**src/shared/cfr_defs.vh**
```
/*
 * Constants for the controller fault response block: register map,
 * field positions, reset values, display codes and numeric limits.
 * Assumes process values are signed 16-bit integers in display units
 * (decimal point ignored), heater current in 0.1 A steps, ambient in
 * whole degrees.
 */
`ifndef CFR_DEFS_VH
`define CFR_DEFS_VH

// Register word addresses (byte address = 4 * index)
`define CFR_A_CTRL        4'h0
`define CFR_A_LIM_LO      4'h1
`define CFR_A_LIM_HI      4'h2
`define CFR_A_ASSIGN      4'h3
`define CFR_A_FAULT_MV    4'h4
`define CFR_A_STATUS      4'h5
`define CFR_A_IRQ_STAT    4'h6
`define CFR_A_IRQ_MASK    4'h7
`define CFR_A_DISPLAY     4'h8
`define CFR_A_OUTPUTS     4'h9
`define CFR_AW            4

// Control register fields
`define CFR_CTL_TYPE_LSB  0
`define CFR_CTL_TYPE_MSB  1
`define CFR_CTL_FAHR      2
`define CFR_CTL_MV_EN     3

// Input types
`define CFR_TYPE_TC       2'h0
`define CFR_TYPE_RTD      2'h1
`define CFR_TYPE_NONCON   2'h2
`define CFR_TYPE_ANALOG   2'h3

// Margins and limits
`define CFR_MARGIN_C      16'h0014
`define CFR_MARGIN_F      16'h0028
`define CFR_DISP_MIN      16'hF831
`define CFR_DISP_MAX      16'h270F
`define CFR_AN_LO_PCT     8'h05
`define CFR_AN_HI_PCT     8'h69
`define CFR_PCT_FULL      8'h64
`define CFR_CUR_MAX       16'h0226
`define CFR_AMB_LO_C      16'hFFE2
`define CFR_AMB_HI_C      16'h004B
`define CFR_AMB_LO_F      16'h000A
`define CFR_AMB_HI_F      16'h00AB

// Display codes
`define CFR_CODE_NONE     3'h0
`define CFR_CODE_INPUT    3'h1
`define CFR_CODE_UNDER    3'h2
`define CFR_CODE_OVER     3'h3
`define CFR_CODE_CONV     3'h4
`define CFR_CODE_MEM      3'h5

// Status / interrupt bit positions
`define CFR_EV_INPUT      0
`define CFR_EV_CONV       1
`define CFR_EV_MEM        2
`define CFR_EV_CUR        3
`define CFR_EV_HEATER     4
`define CFR_EV_AMB        5
`define CFR_NEV           6

// Reset values and full-scale linear output level
`define CFR_RST_LIM_LO    16'h0000
`define CFR_RST_LIM_HI    16'h0190
`define CFR_RST_ZERO32    32'h00000000
`define CFR_LIN_FULL      16'hFFFF
`define CFR_LIN_ZERO      16'h0000

`endif

```
**src/core/cfr_fault_core.v**
```verilog
/*
 * Controller fault response: decides input faults, display codes and
 * output overrides, with an Avalon-MM register slave and one interrupt.
 * Assumes all measurement inputs are synchronous to clk and already
 * scaled; the PID stage supplies its own heat/cool demands.
 */
// The Avalon-MM interface to the registers and the address map were chosen for this implementation.
`timescale 1ns/1ps
`include "cfr_defs.vh"

module cfr_fault_core (
    // Clock and reset
    input  wire        clk,
    input  wire        reset,
    // Avalon-MM slave
    input  wire [3:0]  avs_address,
    input  wire        avs_read,
    input  wire        avs_write,
    input  wire [31:0] avs_writedata,
    output reg  [31:0] avs_readdata,
    output reg         avs_waitrequest,
    output reg         irq,
    // Measurements
    input  wire [15:0] process_value,
    input  wire [15:0] range_lo,
    input  wire [15:0] range_hi,
    input  wire        sensor_open,
    input  wire        sensor_short,
    input  wire [2:0]  rtd_line_open,
    input  wire        converter_err,
    input  wire        memory_err,
    input  wire [15:0] heater_current,
    input  wire [15:0] leak_current,
    input  wire        heater_burnout_alarm,
    input  wire        heater_short_alarm,
    input  wire [15:0] ambient_temp,
    // Normal demands from the control stages
    input  wire        heat_demand,
    input  wire        cool_demand,
    input  wire [1:0]  aux_demand,
    input  wire [1:0]  alarm_demand,
    input  wire [15:0] transfer_demand,
    input  wire [1:0]  alarm_on_high,
    // Outputs
    output reg         heat_out,
    output reg         cool_out,
    output reg  [1:0]  aux_out,
    output reg  [1:0]  alarm_out,
    output reg  [15:0] transfer_out,
    output reg  [15:0] linear_mv_out,
    output reg  [2:0]  pv_display_code,
    output reg         cur_overrange_code,
    output reg         leak_overrange_code,
    output reg         monitor_flash,
    output reg         ambient_dashes,
    output reg         input_fault
);

    // Software state
    reg [31:0] ctrl_q;
    reg [15:0] lim_lo_q;
    reg [15:0] lim_hi_q;
    reg [3:0]  assign_q;       // [1:0] aux follows fault, [2] heat, [3] cool
    reg [15:0] fault_mv_q;
    reg [`CFR_NEV-1:0] istat_q;
    reg [`CFR_NEV-1:0] imask_q;
    reg        conv_lat_q;
    reg        mem_lat_q;
    reg        in_fault_q;
    reg        rd_pend_q;

    wire [1:0]  in_type = ctrl_q[`CFR_CTL_TYPE_MSB:`CFR_CTL_TYPE_LSB];
    wire        fahr    = ctrl_q[`CFR_CTL_FAHR];
    wire        mv_en   = ctrl_q[`CFR_CTL_MV_EN];

    // Control band; 20-bit signed to avoid overflow at the extremes
    reg signed [19:0] band_lo;
    reg signed [19:0] band_hi;
    reg signed [19:0] span;
    wire signed [19:0] pv_s  = {{4{process_value[15]}}, process_value};
    wire signed [19:0] llo_s = {{4{lim_lo_q[15]}}, lim_lo_q};
    wire signed [19:0] lhi_s = {{4{lim_hi_q[15]}}, lim_hi_q};
    wire signed [19:0] margin = fahr ? {4'h0, `CFR_MARGIN_F} : {4'h0, `CFR_MARGIN_C};
    reg signed [27:0] span_x;
    always @* begin
        span    = lhi_s - llo_s;
        span_x  = 28'h0000000;
        band_lo = llo_s - margin;
        band_hi = lhi_s + margin;
        case (in_type)
            `CFR_TYPE_NONCON: begin
                band_lo = {{4{range_lo[15]}}, range_lo};
                band_hi = {{4{range_hi[15]}}, range_hi};
            end
            `CFR_TYPE_ANALOG: begin
                // Integer percent math; truncation acceptable for a margin
                span_x  = {{8{span[19]}}, span} * $signed({20'h00000, `CFR_AN_LO_PCT});
                band_lo = llo_s - span_x[19:0] / $signed({12'h000, `CFR_PCT_FULL});
                span_x  = {{8{span[19]}}, span} * $signed({20'h00000, `CFR_AN_HI_PCT});
                band_hi = llo_s + span_x[19:0] / $signed({12'h000, `CFR_PCT_FULL});
            end
            default: begin
            end
        endcase
    end

    // Open and short faults apply to every input type; line-open faults only to RTD
    wire wire_fault = sensor_open | sensor_short
                    | ((in_type == `CFR_TYPE_RTD) & (|rtd_line_open));
    wire in_fault_d = wire_fault | (pv_s < band_lo) | (pv_s > band_hi);

    // Display overflow and monitors: informative only; internal (latched converter/memory fault) forces the outputs off
    wire pv_under = $signed(process_value) < $signed(`CFR_DISP_MIN);
    wire pv_over  = $signed(process_value) > $signed(`CFR_DISP_MAX);
    wire cur_over = heater_current > `CFR_CUR_MAX;
    wire leak_over = leak_current > `CFR_CUR_MAX;
    wire [15:0] amb_lo = fahr ? `CFR_AMB_LO_F : `CFR_AMB_LO_C;
    wire [15:0] amb_hi = fahr ? `CFR_AMB_HI_F : `CFR_AMB_HI_C;
    wire amb_bad = ($signed(ambient_temp) < $signed(amb_lo))
                 | ($signed(ambient_temp) > $signed(amb_hi));
    wire heater_alm = heater_burnout_alarm | heater_short_alarm;
    wire internal = conv_lat_q | mem_lat_q;

    wire [`CFR_NEV-1:0] ev = {amb_bad, heater_alm, cur_over, memory_err, converter_err, in_fault_d};

    // Bus access; reads answer one cycle after the request
    wire wr = avs_write & ~avs_waitrequest;   // Lands only at the completing edge
    wire rd_go = avs_read & ~rd_pend_q;

    // Register file, latches and sticky status
    always @(posedge clk) begin
        if (reset) begin
            ctrl_q     <= `CFR_RST_ZERO32;
            lim_lo_q   <= `CFR_RST_LIM_LO;
            lim_hi_q   <= `CFR_RST_LIM_HI;
            assign_q   <= 4'h0;
            fault_mv_q <= `CFR_LIN_ZERO;
            istat_q    <= {`CFR_NEV{1'b0}};
            imask_q    <= {`CFR_NEV{1'b0}};
            conv_lat_q <= 1'b0;
            mem_lat_q  <= 1'b0;
            in_fault_q <= 1'b0;
            rd_pend_q  <= 1'b0;
        end else begin
            rd_pend_q  <= rd_go;
            in_fault_q <= in_fault_d;
            // Held until reset so outputs cannot chatter on a flaky fault
            if (converter_err)
                conv_lat_q <= 1'b1;
            if (memory_err)
                mem_lat_q <= 1'b1;
            if (wr) begin
                case (avs_address)
                    `CFR_A_CTRL:     ctrl_q     <= avs_writedata;
                    `CFR_A_LIM_LO:   lim_lo_q   <= avs_writedata[15:0];
                    `CFR_A_LIM_HI:   lim_hi_q   <= avs_writedata[15:0];
                    `CFR_A_ASSIGN:   assign_q   <= avs_writedata[3:0];
                    `CFR_A_FAULT_MV: fault_mv_q <= avs_writedata[15:0];
                    `CFR_A_IRQ_MASK: imask_q    <= avs_writedata[`CFR_NEV-1:0];
                    default: begin
                    end
                endcase
            end
            // Set wins over a write-one-to-clear in the same cycle
            if (wr && avs_address == `CFR_A_IRQ_STAT)
                istat_q <= (istat_q & ~avs_writedata[`CFR_NEV-1:0]) | ev;
            else
                istat_q <= istat_q | ev;
        end
    end

    // Read data and waitrequest
    always @(posedge clk) begin
        if (reset) begin
            avs_readdata    <= `CFR_RST_ZERO32;
            avs_waitrequest <= 1'b1;
            irq             <= 1'b0;
        end else begin
            irq <= |(istat_q & imask_q);
            // Writes and reads alike hold waitrequest one cycle
            avs_waitrequest <= ~((avs_write & avs_waitrequest) | rd_go);
            avs_readdata <= `CFR_RST_ZERO32;
            if (rd_go) begin
                case (avs_address)
                    `CFR_A_CTRL:     avs_readdata <= ctrl_q;
                    `CFR_A_LIM_LO:   avs_readdata <= {16'h0000, lim_lo_q};
                    `CFR_A_LIM_HI:   avs_readdata <= {16'h0000, lim_hi_q};
                    `CFR_A_ASSIGN:   avs_readdata <= {28'h0000000, assign_q};
                    `CFR_A_FAULT_MV: avs_readdata <= {16'h0000, fault_mv_q};
                    `CFR_A_STATUS:   avs_readdata <= {26'h0000000, amb_bad, heater_alm, cur_over,
                                                      mem_lat_q, conv_lat_q, in_fault_q};
                    `CFR_A_IRQ_STAT: avs_readdata <= {26'h0000000, istat_q};
                    `CFR_A_IRQ_MASK: avs_readdata <= {26'h0000000, imask_q};
                    `CFR_A_DISPLAY:  avs_readdata <= {24'h000000, ambient_dashes, monitor_flash,
                                                      leak_overrange_code, cur_overrange_code,
                                                      1'b0, pv_display_code};
                    `CFR_A_OUTPUTS:  avs_readdata <= {alarm_out, aux_out, cool_out, heat_out,
                                                      10'h000, transfer_out[15:12], 12'h000};
                    default:         avs_readdata <= `CFR_RST_ZERO32;
                endcase
            end
        end
    end

    // Output override; internal faults take priority over input faults and normal demands
    always @(posedge clk) begin
        if (reset) begin
            heat_out        <= 1'b0;
            cool_out        <= 1'b0;
            aux_out         <= 2'h0;
            alarm_out       <= 2'h0;
            transfer_out    <= `CFR_LIN_ZERO;
            linear_mv_out   <= `CFR_LIN_ZERO;
            pv_display_code <= `CFR_CODE_NONE;
            cur_overrange_code  <= 1'b0;
            leak_overrange_code <= 1'b0;
            monitor_flash   <= 1'b0;
            ambient_dashes  <= 1'b0;
            input_fault     <= 1'b0;
        end else begin
            input_fault <= in_fault_q;
            cur_overrange_code  <= cur_over;
            leak_overrange_code <= leak_over;
            monitor_flash       <= heater_alm;
            ambient_dashes      <= amb_bad;
            if (internal) begin
                heat_out      <= 1'b0;
                cool_out      <= 1'b0;
                aux_out       <= 2'h0;
                alarm_out     <= 2'h0;
                transfer_out  <= `CFR_LIN_ZERO;
                linear_mv_out <= `CFR_LIN_ZERO;
                pv_display_code <= mem_lat_q ? `CFR_CODE_MEM : `CFR_CODE_CONV;
            end else if (in_fault_q) begin
                alarm_out <= alarm_on_high;
                transfer_out <= `CFR_LIN_FULL;
                aux_out <= aux_demand | assign_q[1:0];
                // Control off unless assigned, or for heat a nonzero fault value with mv_en
                heat_out <= assign_q[2] | (mv_en & (|fault_mv_q));
                cool_out <= assign_q[3];
                linear_mv_out <= mv_en ? fault_mv_q : `CFR_LIN_ZERO;
                pv_display_code <= `CFR_CODE_INPUT;
            end else begin
                heat_out      <= heat_demand;
                cool_out      <= cool_demand;
                aux_out       <= aux_demand;
                alarm_out     <= alarm_demand;
                transfer_out  <= transfer_demand;
                linear_mv_out <= heat_demand ? `CFR_LIN_FULL : `CFR_LIN_ZERO;
                // Overflow is shown but control carries on
                if (pv_under)
                    pv_display_code <= `CFR_CODE_UNDER;
                else if (pv_over)
                    pv_display_code <= `CFR_CODE_OVER;
                else
                    pv_display_code <= `CFR_CODE_NONE;
            end
        end
    end

endmodule

```
**config.mk**
```make
export PLATFORM = sky130hd
export DESIGN_NAME = cfr_fault_core
export DESIGN_NICKNAME = d
export VERILOG_FILES = /design/src/core/cfr_fault_core.v
export VERILOG_INCLUDE_DIRS = /design/src /design/src/shared
export SDC_FILE = /design/constraint.sdc
export NUM_CORES = 1
export LEC_CHECK = 0
export BUFFER_PORTS_ARGS = -buffer_cell sky130_fd_sc_hd__buf_2
export CORE_UTILIZATION = 57
export CTS_BUF_LIST = sky130_fd_sc_hd__clkbuf_4 sky130_fd_sc_hd__clkbuf_8 sky130_fd_sc_hd__clkbuf_16
export DETAILED_ROUTE_END_ITERATION = 8
export PLACE_DENSITY = 0.79
export SLEW_MARGIN = 30
export SYNTH_ARGS = -nofsm -noshare
export SYNTH_HDL_FRONTEND = slang
export SYNTH_SLANG_ARGS = --single-unit
```
**constraint.sdc**
```tcl
create_clock -name clk -period 35.2 [get_ports clk]
set_clock_uncertainty 0.05 [all_clocks]
set_input_delay 5.28 -clock clk [delete_from_list [all_inputs] [get_ports clk]]
set_output_delay 5.28 -clock clk [all_outputs]
set_load 0.005 [all_outputs]
```
==> impl_summary.log <==
[metrics] outcome: finished clean
[metrics] headroom to the max-slew limit: 33.00%
[metrics] count of unresolved DRC violations after routing: 0
[metrics] detailed-route wire length per cell: 19.48 um
[metrics] number of CTS-inserted buffers: 17
[metrics] total length of routed wires: 61.45 mm
[metrics] max-slew violation total from the final report: 0
[metrics] starting density of the core: 58.56%
[metrics] part of the Yosys area used for sequential elements: 18.72%
[metrics] area growth from synthesis to final layout: 11.38%
[metrics] share of async-settable or async-resettable flops after synthesis: 0%
[metrics] DRT iter0 DRCs: 1798
[metrics] Critical Path Max Stage Delay: 750 ps
[metrics] Gate Count Post-Synth: 2511
[metrics] filler instances: 2923
[metrics] area fraction of the dominant cell type after synthesis: 18.72%
[metrics] area of the die: 34500 sq um
[metrics] FP Rows: 66
[metrics] number of gates resized after cts: 0
[metrics] count of endpoints failing hold in the final timing report: 0
[metrics] Setup Total Neg Slack: 0 ps
[metrics] post-CTS setup-driven buffer insertion count: 0
[metrics] number of buffers added to fix hold violations after cts: 0
[metrics] clock slew seen by the registers of the worst setup and hold paths: 70 ps
[metrics] average via count per standard cell: 6.406
[metrics] Top cell by count, worst path: sky130_fd_sc_hd__a21oi_1
[metrics] die span in x: 185.8 um
[metrics] Worst setup EP type: flip-flop
[metrics] highest net fanout along the worst path: 12
[metrics] number of synthesized register bits: 180
[metrics] Distinct cells, synth: 136
[metrics] Remaining Overflow, GRT: 0
[metrics] # Max-Cap Violations: 0
[metrics] routed via count: 20210
[metrics] RSZ-0062 raised after global routing: no
[metrics] share of the cycle needed by the critical path after routing: 57.89%
[metrics] number of buffers added on ports: 248
[metrics] maximum level of the CTS H-tree: 4
[metrics] dominant synthesized flop cell: sky130_fd_sc_hd__dfxtp_1
[metrics] placeable core area: 32870 sq um
[metrics] antenna violations before repair: 3
[metrics] clock tree from TritonCTS: built
[metrics] cell type contributing the most total cell area after synthesis: sky130_fd_sc_hd__dfxtp_1
[metrics] number of enable flip-flop cells after synthesis: 0
[metrics] net count reported at finish: 3080
[metrics] clock latency at the later pin of the worst-skew pair: 440 ps
[metrics] DP Wirelength: 48.27 mm
[metrics] Global Route Usage Sum: 34.98%
[metrics] vias in the first global route: 18950
[metrics] sort of element at the start of the critical path: flip-flop
[metrics] overall die height: 185.8 um
[metrics] root buffer cell: sky130_fd_sc_hd__clkbuf_16
[metrics] Slowest cell on crit path: sky130_fd_sc_hd__or4_1
[metrics] first-pass iteration count of the detailed router: 6
[metrics] crit path DAT: 20660 ps
[metrics] final critical path time including I/O delays and setup: 20380 ps
[metrics] layout cells sized above 1: 15.60%
[metrics] clock sink count: 180
[metrics] buffer levels on the longest clock path: 2
[metrics] path type of the worst setup path: reg2reg
[metrics] pin slew with the least headroom to its limit: 1001 ps
[metrics] maximum clock frequency: 49.08 MHz
[metrics] mapped cell area: 19250 sq um
[metrics] first-pass GRT wire length: 96.46 mm
[metrics] top cells by area in the synthesized netlist: sky130_fd_sc_hd__dfxtp_1 19%, sky130_fd_sc_hd__ha_1 12%, sky130_fd_sc_hd__nand2_1 6.5%
[metrics] antenna-violating nets left: 0
[metrics] syn avg cell area: 7.665 sq um
[metrics] worst min-delay path category: reg2reg
[metrics] count of endpoints failing setup in the final report: 0
[metrics] Req. time, crit path: 35480 ps
[metrics] net count of the mapped netlist: 2892
[metrics] pin count of the biggest net entering global routing: 64
[metrics] number of placed I/O pins: 249
[metrics] Final GP Congestion: 0.9965
[metrics] warnings from Yosys: 0
-- worst paths after layout --
| path | endpoint | startpoint | slack, ps | cells after the start |
|---|---|---|---|---|
| hold reg to reg | ctrl_q[16]$_SDFFE_PP0P_ | ctrl_q[16]$_SDFFE_PP0P_ | 400 | 2 |
| hold / removal | ctrl_q[16]$_SDFFE_PP0P_ | ctrl_q[16]$_SDFFE_PP0P_ | 400 | 2 |
| setup / recovery | istat_q[0]$_SDFF_PP0_ | lim_lo_q[1]$_SDFFE_PP0P_ | 14820 | 81 |
| setup reg to reg | istat_q[0]$_SDFF_PP0_ | lim_lo_q[1]$_SDFFE_PP0P_ | 14820 | 81 |
-- cell type report --
type	instances	area [sq um]	area share, %
antenna	1	2.502	0.01167
clock buffer	22	488.0	2.276
clock inverter	10	96.34	0.4495
inverter	118	442.9	2.066
multi-input combinational	2112	14840	69.23
sequential	180	3605	16.82
tap	442	553.0	2.580
timing repair buffer	270	1409	6.572
-- cell families after synthesis --
logic type	after synthesis	share of synthesized area, %
adders and majority gates	215	15.03
muxes	78	4.252
AOI/OAI and AO/OA	794	28.68
buffers and inverters	219	4.440
xor gates and xnor gates	138	6.774
DFF	180	18.72
and+or+nand+nor	887	22.10
-- cells in the mapped netlist, types with 34 or more instances --
cell	n
sky130_fd_sc_hd__nand2_1	335
sky130_fd_sc_hd__clkbuf_1	81
sky130_fd_sc_hd__nor3_1	56
sky130_fd_sc_hd__ha_1	184
sky130_fd_sc_hd__a31oi_1	34
sky130_fd_sc_hd__a21o_1	49
sky130_fd_sc_hd__dfxtp_1	180
sky130_fd_sc_hd__o21ai_0	101
sky130_fd_sc_hd__a22oi_1	39
sky130_fd_sc_hd__xnor2_1	79
sky130_fd_sc_hd__nor2b_1	36
sky130_fd_sc_hd__nand3_1	54
sky130_fd_sc_hd__a21oi_1	246
sky130_fd_sc_hd__xor2_1	49
sky130_fd_sc_hd__nor2_1	197
sky130_fd_sc_hd__inv_1	113
sky130_fd_sc_hd__mux2i_1	61
-- worst max-delay path: cells and delay by family (launching register included) --
kind	cells	cell delay (ps)
AOI/OAI and AO/OA	40	8660
adders and majority gates	9	3340
DFF	1	450
xor gates and xnor gates	2	820
muxes	6	2320
and+or+nand+nor	20	4260
buffers and inverters	4	390
-- metal layers --
| layer | part of all wire (%) | up-vias | track usage (%) |
|---|---|---|---|
| met5 | 0.050 | - | 0 |
| met4 | 5.1 | 6 | 18.13 |
| met3 | 7.4 | 193 | 5.302 |
| met2 | 47 | 933 | 60.12 |
| met1 | 41 | 9482 | 42.04 |
| li1 | - | 9596 | - |
-- layout by cell type, fill, tap and decap left out, types with 22 or more instances in the layout --
| cell type | n |
|---|---|
| sky130_fd_sc_hd__o21ai_0 | 101 |
| sky130_fd_sc_hd__buf_2 | 247 |
| sky130_fd_sc_hd__mux2i_1 | 61 |
| sky130_fd_sc_hd__nor4_1 | 30 |
| sky130_fd_sc_hd__nand2_1 | 335 |
| sky130_fd_sc_hd__and3_1 | 22 |
| sky130_fd_sc_hd__buf_4 | 23 |
| sky130_fd_sc_hd__o21a_1 | 22 |
| sky130_fd_sc_hd__o21bai_1 | 26 |
| sky130_fd_sc_hd__dfxtp_1 | 179 |
| sky130_fd_sc_hd__inv_1 | 113 |
| sky130_fd_sc_hd__a21oi_1 | 244 |
| sky130_fd_sc_hd__xnor2_1 | 77 |
| sky130_fd_sc_hd__a31oi_1 | 34 |
| sky130_fd_sc_hd__a22oi_1 | 39 |
| sky130_fd_sc_hd__nand3_1 | 54 |
| sky130_fd_sc_hd__nor2b_1 | 36 |
| sky130_fd_sc_hd__nand4_1 | 23 |
| sky130_fd_sc_hd__a211oi_1 | 28 |
| sky130_fd_sc_hd__nand2b_1 | 29 |
| sky130_fd_sc_hd__o211ai_1 | 27 |
| sky130_fd_sc_hd__and2_1 | 27 |
| sky130_fd_sc_hd__fa_1 | 28 |
| sky130_fd_sc_hd__nor3_1 | 53 |
| sky130_fd_sc_hd__xor2_1 | 48 |
| sky130_fd_sc_hd__ha_1 | 184 |
| sky130_fd_sc_hd__nor2_1 | 197 |
| sky130_fd_sc_hd__a21o_1 | 49 |
-- state kept, by name, summed over array words and instances, names as in the netlist, 2 cells and up --
register	count
linear_mv_out	16
alarm_out	2
lim_lo_q	16
assign_q	4
avs_readdata	32
pv_display_code	3
istat_q	6
fault_mv_q	16
lim_hi_q	16
transfer_out	16
aux_out	2
ctrl_q	32
imask_q	6
-- metrics by stage --
| step | cell area, sq um | hold slack (ps) | util [%] | instances | setup WS (ps) |
|---|---|---|---|---|---|
| after floorplan | 19250 | 381.9 | - | 2511 | 17770 |
| after global routing | 21430 | 416.5 | 65.21 | 3154 | 13350 |
| after global placement | 20810 | 387.8 | 63.33 | 3122 | 15590 |
| final | 21440 | 401.2 | 65.22 | 3155 | 14820 |
| after detailed placement | 20820 | 396.1 | 63.34 | 3122 | 15110 |
| after CTS | 21400 | 405.1 | 65.12 | 3154 | 15020 |
Power is left out: the tool's default activity adds up to more than one toggle a clock period on the data nets, which glitch-free logic cannot reach.
